--- config.mk ---
export PLATFORM = sky130hd
export DESIGN_NAME = dmi_decoder
export DESIGN_NICKNAME = d
export VERILOG_FILES = /design/src/dmi_pkg.sv /design/src/dmi_decoder.sv /design/src/dmi_debounce.sv /design/src/dmi_pot_ref.sv
export SDC_FILE = /design/constraint.sdc
export NUM_CORES = 1
export LEC_CHECK = 0
export BUFFER_PORTS_ARGS = -buffer_cell sky130_fd_sc_hd__buf_2
export CORE_MARGIN = 2
export CORE_UTILIZATION = 40
export DETAILED_ROUTE_END_ITERATION = 10
export GPL_ROUTABILITY_DRIVEN = 0
export MAX_ROUTING_LAYER = met4
export PLACE_DENSITY = 0.73
export SYNTH_ARGS = -nofsm -noshare
export SYNTH_HDL_FRONTEND = slang
export SYNTH_SLANG_ARGS = --single-unit
--- constraint.sdc ---
create_clock -name clk_sys -period 5.3 [get_ports clk_sys]
set_input_delay 0.53 -clock clk_sys [delete_from_list [all_inputs] [get_ports clk_sys]]
set_output_delay 0.53 -clock clk_sys [all_outputs]
set_load 0.02 [all_outputs]
--- src/dmi_pkg.sv ---
// Package of constants and types for the drive macro input decoder.
package dmi_pkg;

  // Macro selection codes.
  typedef enum logic [2:0] {
    DMI_MACRO_STANDARD = 3'h0,
    DMI_MACRO_THREE_WIRE = 3'h1,
    DMI_MACRO_ALTERNATE = 3'h2,
    DMI_MACRO_MOTOR_POT = 3'h3
  } dmi_macro_t;

  // Reference source selection codes.
  typedef enum logic [1:0] {
    DMI_REF_ANALOG = 2'h0,
    DMI_REF_CONST1 = 2'h1,
    DMI_REF_CONST2 = 2'h2,
    DMI_REF_CONST3 = 2'h3
  } dmi_ref_src_t;

  // Widths and counts.
  localparam int DMI_NUM_DI = 6;
  localparam int DMI_REF_W = 16;
  localparam int DMI_DEB_W = 8;
  localparam int DMI_STEP_W = 16;

  // Clock and debounce time; the cycle count is derived from them.
  localparam int DMI_CLK_MHZ = 100;
  localparam int DMI_DEBOUNCE_US = 1;
  localparam logic [DMI_DEB_W-1:0] DMI_DEB_CYCLES =
    DMI_DEB_W'(DMI_DEBOUNCE_US * DMI_CLK_MHZ);

  // Reset values.
  localparam logic [DMI_REF_W-1:0] DMI_POT_RST = 16'h0000;
  localparam logic [DMI_NUM_DI-1:0] DMI_DI_RST = 6'h00;

  // Digital input positions.
  localparam int DMI_DI1 = 0;
  localparam int DMI_DI2 = 1;
  localparam int DMI_DI3 = 2;
  localparam int DMI_DI4 = 3;
  localparam int DMI_DI5 = 4;
  localparam int DMI_DI6 = 5;

endpackage : dmi_pkg

--- src/dmi_decoder.sv ---
// Top of the drive macro input decoder: inputs to run, direction, reference and relays.
`timescale 1ns/10ps
`default_nettype none
module dmi_decoder (
  // Clock, reset and enable.
  input wire logic clk_sys,
  input wire logic rstn,
  input wire logic clk_en,
  // Configuration.
  input wire logic [2:0] macro_sel,
  input wire logic vector_ctrl,
  // Raw terminals.
  input wire logic digital_input_one,
  input wire logic digital_input_two,
  input wire logic digital_input_three,
  input wire logic digital_input_four,
  input wire logic digital_input_five,
  input wire logic digital_input_six,
  input wire logic [1:0] safe_torque_off_inputs,
  input wire logic [dmi_pkg::DMI_REF_W-1:0] analog_reference_input,
  // Reference parameters.
  input wire logic [dmi_pkg::DMI_REF_W-1:0] const_freq1,
  input wire logic [dmi_pkg::DMI_REF_W-1:0] const_freq2,
  input wire logic [dmi_pkg::DMI_REF_W-1:0] const_freq3,
  input wire logic [dmi_pkg::DMI_REF_W-1:0] const_speed1,
  input wire logic [dmi_pkg::DMI_REF_W-1:0] const_speed2,
  input wire logic [dmi_pkg::DMI_REF_W-1:0] const_speed3,
  // Ramp parameters.
  input wire logic [dmi_pkg::DMI_REF_W-1:0] freq_acc_time1,
  input wire logic [dmi_pkg::DMI_REF_W-1:0] freq_dec_time1,
  input wire logic [dmi_pkg::DMI_REF_W-1:0] freq_acc_time2,
  input wire logic [dmi_pkg::DMI_REF_W-1:0] freq_dec_time2,
  input wire logic [dmi_pkg::DMI_REF_W-1:0] speed_acc_time1,
  input wire logic [dmi_pkg::DMI_REF_W-1:0] speed_dec_time1,
  input wire logic [dmi_pkg::DMI_REF_W-1:0] speed_acc_time2,
  input wire logic [dmi_pkg::DMI_REF_W-1:0] speed_dec_time2,
  // Motor potentiometer configuration.
  input wire logic [dmi_pkg::DMI_STEP_W-1:0] pot_step_period,
  input wire logic [dmi_pkg::DMI_REF_W-1:0] pot_step_size,
  input wire logic [dmi_pkg::DMI_REF_W-1:0] pot_ref_min,
  input wire logic [dmi_pkg::DMI_REF_W-1:0] pot_ref_max,
  // Drive status.
  input wire logic drive_ready,
  input wire logic motor_running,
  input wire logic drive_fault,
  // Commands.
  output logic run_cmd_ff,
  output logic reverse_ff,
  output logic [1:0] ref_src_ff,
  output logic [dmi_pkg::DMI_REF_W-1:0] reference_ff,
  output logic ramp_set2_ff,
  output logic [dmi_pkg::DMI_REF_W-1:0] acc_time_ff,
  output logic [dmi_pkg::DMI_REF_W-1:0] dec_time_ff,
  // Relays.
  output logic ready_relay,
  output logic running_relay,
  output logic fault_relay
);

  ////////////////////////////////////////////////////////////////////////////
  // Input conditioning.

  logic [dmi_pkg::DMI_NUM_DI-1:0] di_raw;
  logic [dmi_pkg::DMI_NUM_DI-1:0] di;
  logic [dmi_pkg::DMI_NUM_DI-1:0] di_prev_ff;
  logic [dmi_pkg::DMI_NUM_DI-1:0] di_rise;
  logic [dmi_pkg::DMI_REF_W-1:0] pot_ref;
  dmi_pkg::dmi_macro_t macro;
  logic sto_ok;
  logic three_wire_ff;

  assign di_raw = {digital_input_six, digital_input_five, digital_input_four,
                   digital_input_three, digital_input_two, digital_input_one};
  assign macro = dmi_pkg::dmi_macro_t'(macro_sel);
  assign sto_ok = &safe_torque_off_inputs;

  // One filter per digital input, so their contact bounce never reaches the decoder; the safe torque off inputs are unfiltered.
  genvar gi;
  generate
    for (gi = 0; gi < dmi_pkg::DMI_NUM_DI; gi++) begin : g_deb
      dmi_debounce u_deb (
        .clk_sys(clk_sys),
        .rstn(rstn),
        .clk_en(clk_en),
        .raw_in(di_raw[gi]),
        .clean_ff(di[gi])
      );
    end
  endgenerate

  // Previous filtered levels for pulse detection.
  always_ff @(posedge clk_sys or negedge rstn) begin
    if (!rstn) begin
      di_prev_ff <= dmi_pkg::DMI_DI_RST;
    end else if (clk_en) begin
      di_prev_ff <= di;
    end
  end

  assign di_rise = di & ~di_prev_ff;

  ////////////////////////////////////////////////////////////////////////////
  // Helpers.

  // Two select bits in table order (first bit is constant 1) to a source code.
  function automatic dmi_pkg::dmi_ref_src_t sel_decode(input logic lo, input logic hi);
    sel_decode = dmi_pkg::dmi_ref_src_t'({hi, lo});
  endfunction : sel_decode

  // Constant frequency in scalar control, constant speed in vector control.
  function automatic logic [dmi_pkg::DMI_REF_W-1:0] pick(input logic vec,
      input logic [dmi_pkg::DMI_REF_W-1:0] freq_v,
      input logic [dmi_pkg::DMI_REF_W-1:0] speed_v);
    pick = vec ? speed_v : freq_v;
  endfunction : pick

  ////////////////////////////////////////////////////////////////////////////
  // Motor potentiometer store.

  dmi_pot_ref u_pot (
    .clk_sys(clk_sys),
    .rstn(rstn),
    .clk_en(clk_en),
    .active(macro == dmi_pkg::DMI_MACRO_MOTOR_POT),
    .ref_up(di[dmi_pkg::DMI_DI3]),
    .ref_down(di[dmi_pkg::DMI_DI4]),
    .step_period(pot_step_period),
    .step_size(pot_step_size),
    .ref_min(pot_ref_min),
    .ref_max(pot_ref_max),
    .pot_ref_ff(pot_ref)
  );

  ////////////////////////////////////////////////////////////////////////////
  // 3-wire run latch.

  // Stop pulse wins over start pulse; latch also drops when the mode changes.
  always_ff @(posedge clk_sys or negedge rstn) begin
    if (!rstn) begin
      three_wire_ff <= 1'b0;
    end else if (clk_en) begin
      if (macro != dmi_pkg::DMI_MACRO_THREE_WIRE || di_rise[dmi_pkg::DMI_DI2]) begin
        three_wire_ff <= 1'b0;
      end else if (di_rise[dmi_pkg::DMI_DI1] && sto_ok) begin
        three_wire_ff <= 1'b1;
      end
    end
  end

  ////////////////////////////////////////////////////////////////////////////
  // Macro decode.

  logic nxt_run;
  logic nxt_rev;
  dmi_pkg::dmi_ref_src_t nxt_src;
  logic nxt_ramp2;
  logic use_pot;

  always_comb begin
    nxt_run = 1'b0;
    nxt_rev = 1'b0;
    nxt_src = dmi_pkg::DMI_REF_ANALOG;
    nxt_ramp2 = 1'b0;
    use_pot = 1'b0;
    unique case (macro)
      dmi_pkg::DMI_MACRO_STANDARD: begin
        nxt_run = di[dmi_pkg::DMI_DI1];
        nxt_rev = di[dmi_pkg::DMI_DI2];
        nxt_src = sel_decode(di[dmi_pkg::DMI_DI3], di[dmi_pkg::DMI_DI4]);
        nxt_ramp2 = di[dmi_pkg::DMI_DI5];
      end
      dmi_pkg::DMI_MACRO_THREE_WIRE: begin
        nxt_run = three_wire_ff;
        nxt_rev = di[dmi_pkg::DMI_DI3];
        nxt_src = sel_decode(di[dmi_pkg::DMI_DI4], di[dmi_pkg::DMI_DI5]);
      end
      dmi_pkg::DMI_MACRO_ALTERNATE: begin
        nxt_run = (di[dmi_pkg::DMI_DI1] ^ di[dmi_pkg::DMI_DI2]) &&
                  di[dmi_pkg::DMI_DI6];
        nxt_rev = di[dmi_pkg::DMI_DI2] && !di[dmi_pkg::DMI_DI1];
        nxt_src = sel_decode(di[dmi_pkg::DMI_DI3], di[dmi_pkg::DMI_DI4]);
        nxt_ramp2 = di[dmi_pkg::DMI_DI5];
      end
      dmi_pkg::DMI_MACRO_MOTOR_POT: begin
        nxt_run = di[dmi_pkg::DMI_DI1] && di[dmi_pkg::DMI_DI6];
        nxt_rev = di[dmi_pkg::DMI_DI2];
        use_pot = !di[dmi_pkg::DMI_DI5];
        nxt_src = di[dmi_pkg::DMI_DI5] ? dmi_pkg::DMI_REF_CONST1 :
                  dmi_pkg::DMI_REF_ANALOG;
      end
      default: begin
        // Unused codes select no macro and keep the motor stopped.
        nxt_run = 1'b0;
      end
    endcase
    // Safe torque off gates every start.
    if (!sto_ok) begin
      nxt_run = 1'b0;
    end
  end

  ////////////////////////////////////////////////////////////////////////////
  // Registered commands.

  // Run and direction.
  always_ff @(posedge clk_sys or negedge rstn) begin
    if (!rstn) begin
      run_cmd_ff <= 1'b0;
      reverse_ff <= 1'b0;
    end else if (clk_en) begin
      run_cmd_ff <= nxt_run;
      reverse_ff <= nxt_rev;
    end
  end

  // Reference source and value; in pot mode analog means the stored value.
  always_ff @(posedge clk_sys or negedge rstn) begin
    if (!rstn) begin
      ref_src_ff <= 2'h0;
      reference_ff <= '0;
    end else if (clk_en) begin
      ref_src_ff <= nxt_src;
      unique case (nxt_src)
        dmi_pkg::DMI_REF_ANALOG:
          reference_ff <= use_pot ? pot_ref : analog_reference_input;
        dmi_pkg::DMI_REF_CONST1:
          reference_ff <= pick(vector_ctrl, const_freq1, const_speed1);
        dmi_pkg::DMI_REF_CONST2:
          reference_ff <= pick(vector_ctrl, const_freq2, const_speed2);
        dmi_pkg::DMI_REF_CONST3:
          reference_ff <= pick(vector_ctrl, const_freq3, const_speed3);
      endcase
    end
  end

  // Ramp set and its times.
  always_ff @(posedge clk_sys or negedge rstn) begin
    if (!rstn) begin
      ramp_set2_ff <= 1'b0;
      acc_time_ff <= '0;
      dec_time_ff <= '0;
    end else if (clk_en) begin
      ramp_set2_ff <= nxt_ramp2;
      if (nxt_ramp2) begin
        acc_time_ff <= pick(vector_ctrl, freq_acc_time2, speed_acc_time2);
        dec_time_ff <= pick(vector_ctrl, freq_dec_time2, speed_dec_time2);
      end else begin
        acc_time_ff <= pick(vector_ctrl, freq_acc_time1, speed_acc_time1);
        dec_time_ff <= pick(vector_ctrl, freq_dec_time1, speed_dec_time1);
      end
    end
  end

  // Relays; the fault relay is fail-safe so it drops on a fault.
  always_ff @(posedge clk_sys or negedge rstn) begin
    if (!rstn) begin
      ready_relay <= 1'b0;
      running_relay <= 1'b0;
      fault_relay <= 1'b0;
    end else if (clk_en) begin
      ready_relay <= drive_ready;
      running_relay <= motor_running;
      fault_relay <= !drive_fault;
    end
  end

endmodule : dmi_decoder
`default_nettype wire

--- src/dmi_debounce.sv ---
// Two-stage synchroniser and stable-count debouncer for one digital input.
`timescale 1ns/10ps
`default_nettype none
module dmi_debounce (
  // Clock and reset.
  input wire logic clk_sys,
  input wire logic rstn,
  input wire logic clk_en,
  // Raw and filtered level.
  input wire logic raw_in,
  output logic clean_ff
);

  logic meta_ff;
  logic sync_ff;
  logic [dmi_pkg::DMI_DEB_W-1:0] cnt_ff;

  // Synchroniser; the first stage feeds only the second.
  always_ff @(posedge clk_sys or negedge rstn) begin
    if (!rstn) begin
      meta_ff <= 1'b0;
      sync_ff <= 1'b0;
    end else if (clk_en) begin
      meta_ff <= raw_in;
      sync_ff <= meta_ff;
    end
  end

  // Output follows only after the level held for the full debounce time.
  always_ff @(posedge clk_sys or negedge rstn) begin
    if (!rstn) begin
      cnt_ff <= '0;
      clean_ff <= 1'b0;
    end else if (clk_en) begin
      if (sync_ff == clean_ff) begin
        cnt_ff <= '0;
      end else if (cnt_ff == dmi_pkg::DMI_DEB_CYCLES - 8'h01) begin
        cnt_ff <= '0;
        clean_ff <= sync_ff;
      end else begin
        cnt_ff <= cnt_ff + 8'h01;
      end
    end
  end

endmodule : dmi_debounce
`default_nettype wire

--- src/dmi_pot_ref.sv ---
// Motor potentiometer reference store with rate stepping and clamping.
`timescale 1ns/10ps
`default_nettype none
module dmi_pot_ref (
  // Clock and reset.
  input wire logic clk_sys,
  input wire logic rstn,
  input wire logic clk_en,
  // Commands.
  input wire logic active,
  input wire logic ref_up,
  input wire logic ref_down,
  // Configuration.
  input wire logic [dmi_pkg::DMI_STEP_W-1:0] step_period,
  input wire logic [dmi_pkg::DMI_REF_W-1:0] step_size,
  input wire logic [dmi_pkg::DMI_REF_W-1:0] ref_min,
  input wire logic [dmi_pkg::DMI_REF_W-1:0] ref_max,
  // Stored value.
  output logic [dmi_pkg::DMI_REF_W-1:0] pot_ref_ff
);

  logic [dmi_pkg::DMI_STEP_W-1:0] tick_cnt_ff;
  logic tick;
  logic [dmi_pkg::DMI_REF_W:0] sum;
  logic [dmi_pkg::DMI_REF_W:0] dif;
  logic [dmi_pkg::DMI_REF_W-1:0] nxt_pot_ref;
  logic moving;

  // Moves only for exactly one of up and down; both or neither holds.
  assign moving = active && (ref_up ^ ref_down);

  // Rate generator; restarts whenever no move is requested.
  always_ff @(posedge clk_sys or negedge rstn) begin
    if (!rstn) begin
      tick_cnt_ff <= '0;
    end else if (clk_en) begin
      if (!moving || tick) begin
        tick_cnt_ff <= '0;
      end else begin
        tick_cnt_ff <= tick_cnt_ff + 16'h0001;
      end
    end
  end

  assign tick = moving && (tick_cnt_ff >= step_period);
  assign sum = {1'b0, pot_ref_ff} + {1'b0, step_size};
  assign dif = {1'b0, pot_ref_ff} - {1'b0, step_size};

  // Step and clamp between the configured limits.
  always_comb begin
    nxt_pot_ref = pot_ref_ff;
    if (tick && ref_up) begin
      nxt_pot_ref = (sum[dmi_pkg::DMI_REF_W] || sum[dmi_pkg::DMI_REF_W-1:0] > ref_max) ?
        ref_max : sum[dmi_pkg::DMI_REF_W-1:0];
    end else if (tick && ref_down) begin
      nxt_pot_ref = (dif[dmi_pkg::DMI_REF_W] || dif[dmi_pkg::DMI_REF_W-1:0] < ref_min) ?
        ref_min : dif[dmi_pkg::DMI_REF_W-1:0];
    end
  end

  // Value is kept across stop; only reset clears it.
  always_ff @(posedge clk_sys or negedge rstn) begin
    if (!rstn) begin
      pot_ref_ff <= dmi_pkg::DMI_POT_RST;
    end else if (clk_en) begin
      pot_ref_ff <= nxt_pot_ref;
    end
  end

endmodule : dmi_pot_ref
`default_nettype wire

==> impl_summary.txt <==
----------------------------------------------------
[Status]
  Status ... complete, no violations

[Route]
  Remaining design rule violation count ... 0
  Initial detailed-routing violation count ... 861
  Antenna-violating nets left ... 0
  Routed WL per cell ... 21.3 µm
  Wire length after detailed routing ... 42.9 mm
  Via count ... 11543
  Vias per std cell ... 5.74
  Router iterations before antenna repair ... 6

[Placed design]
  Area post-placement ... 14200 µm²
  Count of placed standard cells including taps ... 1966
  HPWL after DPL ... 33.8 mm
  Pre-CTS setup slack ... 710 ps
  Port buffer count ... 377

[Floorplanning]
  Number of rows created at floorplan ... 63
  Die width ... 177 µm
  Die Height ... 177 µm
  Initial standard-cell utilization of the core ... 40.5%
  Top-level I/O count ... 378
  Floorplan core area ... 29600 µm²
  Die area ... 31400 µm²

[Power]
  Power density of the placed cells ... 232 nW/µm²
  Highest ir drop seen on vdd ... 0.299 mV
  Total power after layout ... 3.46 mW
  P_leak ... 7.35 nW

[STA]
  Worst slew margin ... 43.4%
  Final count of negative-setup-slack endpoints ... 0
  Unrepaired setup endpoints after global routing ... no
  Highest clock rate ... 222 MHz
  Final worst clock skew ... 18.6 ps
  Crit path time final ... 4500 ps
  Setup TNS ... 0 ps
  Pin slew with the least headroom to its limit ... 849 ps
  Final Hold Viols ... 0
  Pins over their slew limit ... 0
  Hold slack final ... 46.7 ps
  Post-route clock period utilization ... 84.9%
  Final worst setup slack ... 803 ps

[Critical path]
  CP max stage delay ... 600 ps
  Critical Path Fanout Max ... 25
  Crit path buffers/inverters ... 2
  Cell-by-cell listing of the critical path ... inv_1 > ha_1 > inv_1 > fa_1 > a211oi_4 > o21ai_2 > a2111oi_4 > o31ai_1 > a21oi_1 > xnor2_1 > ha_1 > a21o_1 > a21o_1 > a21o_1 > o221ai_4 > mux2_2 > o22ai_1 > a21oi_1
  Source of the worst register-to-register timing path ... u_pot.pot_ref_ff[0]
  Worst path most repeated cell ... sky130_fd_sc_hd__a21o_1
  Kind of start point of the critical path ... flop
  R2r worst-path depth ... 18
  Kind of critical path ... reg -> reg
  Data arrival, critical path ... 4820 ps
  Slowest stage cell on the critical path ... sky130_fd_sc_hd__o221ai_4
  Endpoint of the lowest-slack register-to-register path ... u_pot.pot_ref_ff[4]
  Critical path capture point type ... flop
  Required arrival time at the worst endpoint ... 5630 ps
  Flop-to-flop setup slack ... 800 ps
  Family of cells with the greatest summed delay on the critical path ... compound AO/OA/AOI/OAI gates

[Clock network]
  Post-CTS Setup Bufs ... 0
  Clock tree root driver cell ... sky130_fd_sc_hd__clkbuf_16
  CTS Buf Count ... 17
  CTS sink cnt ... 157
  Number of buffers inserted by hold repair at cts ... 0
  Post-CTS Resized ... 0
  Clock tree from TritonCTS ... done
  Clock latency at the later pin of the worst-skew pair ... 450 ps
  Htree depth ... 4
  Max Buffers Root-to-Sink ... 2
  Reg clk slew, reported paths ... 80 ps

[GRT]
  Number of global-route vias before repair ... 11529
  GR Overflow Total ... 0
  Antenna violations before repair ... 14
  Global-route wire length before repair ... 65.3 mm
  Pin count of the biggest net entering global routing ... 73
  Aggregate global-route resource usage ... 28.3%

[Final layout]
  Layout-stage area growth over the synthesis result ... 24.4%
  Combined area of the multi-input logic cells ... 7380 µm²
  Register area ... 3930 µm²
  Final-layout fill cell count ... 2796
  Core utilization of the finished layout ... 50.5%
  Post-route cell area ... 14900 µm²
  Layout Cells excl Fill ... 2011
  Proportion of layout cells with a drive suffix above 1 ... 34.8%
  Number of nets in the final layout ... 2006

[Logic synthesis]
  Leading cell type by number of instances after synthesis ... sky130_fd_sc_hd__dfrtp_1
  Instance count of the mapped netlist ... 1247
  Top area cells in the synthesized netlist ... sky130_fd_sc_hd__dfrtp_1 33%, sky130_fd_sc_hd__ha_1 9.1%, sky130_fd_sc_hd__mux4_2 7.0%
  Number of synthesis warnings ... 0
  Share of flip-flops with an asynchronous set or reset after synthesis ... 100%
  Share of the yosys chip area belonging to registers ... 32.8%
  Number of flops mapped to enable cells by yosys ... 0
  Most instantiated flip-flop cell in the synthesis netlist ... sky130_fd_sc_hd__dfrtp_1
  Share of Yosys cell area claimed by the top area cell type ... 32.8%
  Post-synthesis area per instance ... 9.61 µm²
  Post-synthesis instance area ... 12000 µm²
  Biggest area consumer among synthesized cells ... sky130_fd_sc_hd__dfrtp_1
  Mapped Nets ... 1658
  Number of storage elements in the synthesis netlist ... 157
  Commonest cells post-synth ... 157 x sky130_fd_sc_hd__dfrtp_1, 110 x sky130_fd_sc_hd__inv_1, 87 x sky130_fd_sc_hd__ha_1
  Count of cell types in the netlist ... 76

[Flow run]
  MaxCap Viol Count ... 0

[Hold path]
  Type of the most critical hold path ... in -> async

----------------------------------------------------
## cell families (layout without fill, tap and decap cells)
family	count (synthesis)	in the layout	share of synthesized area (%)
simple gates	323	323	13.6
fa+ha+maj	89	89	9.42
buf+inv	177	538	5.92
xor+xnor	52	52	3.80
mux	146	146	16.8
flops	157	157	32.8
other cells	0	13	0
compound gates	303	303	17.7
## state kept, by name (all words and copies together), names as in the netlist, 2 cells and up
| signal | count |
|---|---|
| acc_time_ff | 16 |
| dec_time_ff | 16 |
| di_prev_ff | 2 |
| g_deb.u_deb.clean_ff | 6 |
| g_deb.u_deb.cnt_ff | 48 |
| g_deb.u_deb.meta_ff | 6 |
| g_deb.u_deb.sync_ff | 6 |
| ref_src_ff | 2 |
| reference_ff | 16 |
| u_pot.pot_ref_ff | 16 |
| u_pot.tick_cnt_ff | 16 |
## final cells by class
type	count	share of cell area, %
antenna	13	0.218
sequential	157	26.3
tap	390	3.27
timing repair buffer	394	13.6
clock inverter	15	1.47
clock buffer	17	2.85
inverter	112	2.82
multi-input combinational	913	49.5
## per-layer routing
metal / share of wire, % / up-vias / track usage, % / wire length [µm]
li1: - / 5297 / - / -
met1: 40 / 5575 / 34.7 / 17100
met2: 46 / 564 / 43.9 / 19800
met3: 9.0 / 107 / 6.57 / 3840
met4: 5.1 / 0 / 13.7 / 2190
met5: 0 / - / - / 0
## cell usage in the layout, fill, tap and decap left out, drive strengths merged, types with 17 or more instances in the layout
cell / instances
buf: 394
dfrtp: 157
inv: 120
ha: 87
nand2: 85
o21ai: 82
mux2: 71
nor2: 67
a21oi: 41
nand3: 38
mux2i: 38
mux4: 37
xor2: 27
and3: 25
xnor2: 25
o2bb2ai: 23
nand4: 22
a211oi: 22
a31oi: 17
clkbuf: 17
## power breakdown
part	total (mW)	switching (mW)	leakage [nW]	internal, mW
registers	1.34	0.0591	2.04	1.28
logic	0.761	0.426	5.00	0.335
clock network	1.36	0.691	0.309	0.665
## worst max-delay path by stage
stage	to	start	cells after the start
after floorplan	u_pot.pot_ref_ff[9]	pot_step_size[5]	18
after global placement	u_pot.pot_ref_ff[4]	pot_step_size[5]	19
after detailed placement	u_pot.pot_ref_ff[9]	pot_step_size[5]	17
after CTS	u_pot.pot_ref_ff[4]	u_pot.pot_ref_ff[0]	17
after global routing	u_pot.pot_ref_ff[1]	u_pot.pot_ref_ff[2]	16
final	u_pot.pot_ref_ff[4]	u_pot.pot_ref_ff[0]	18
(Power assumes the default switching activity.)
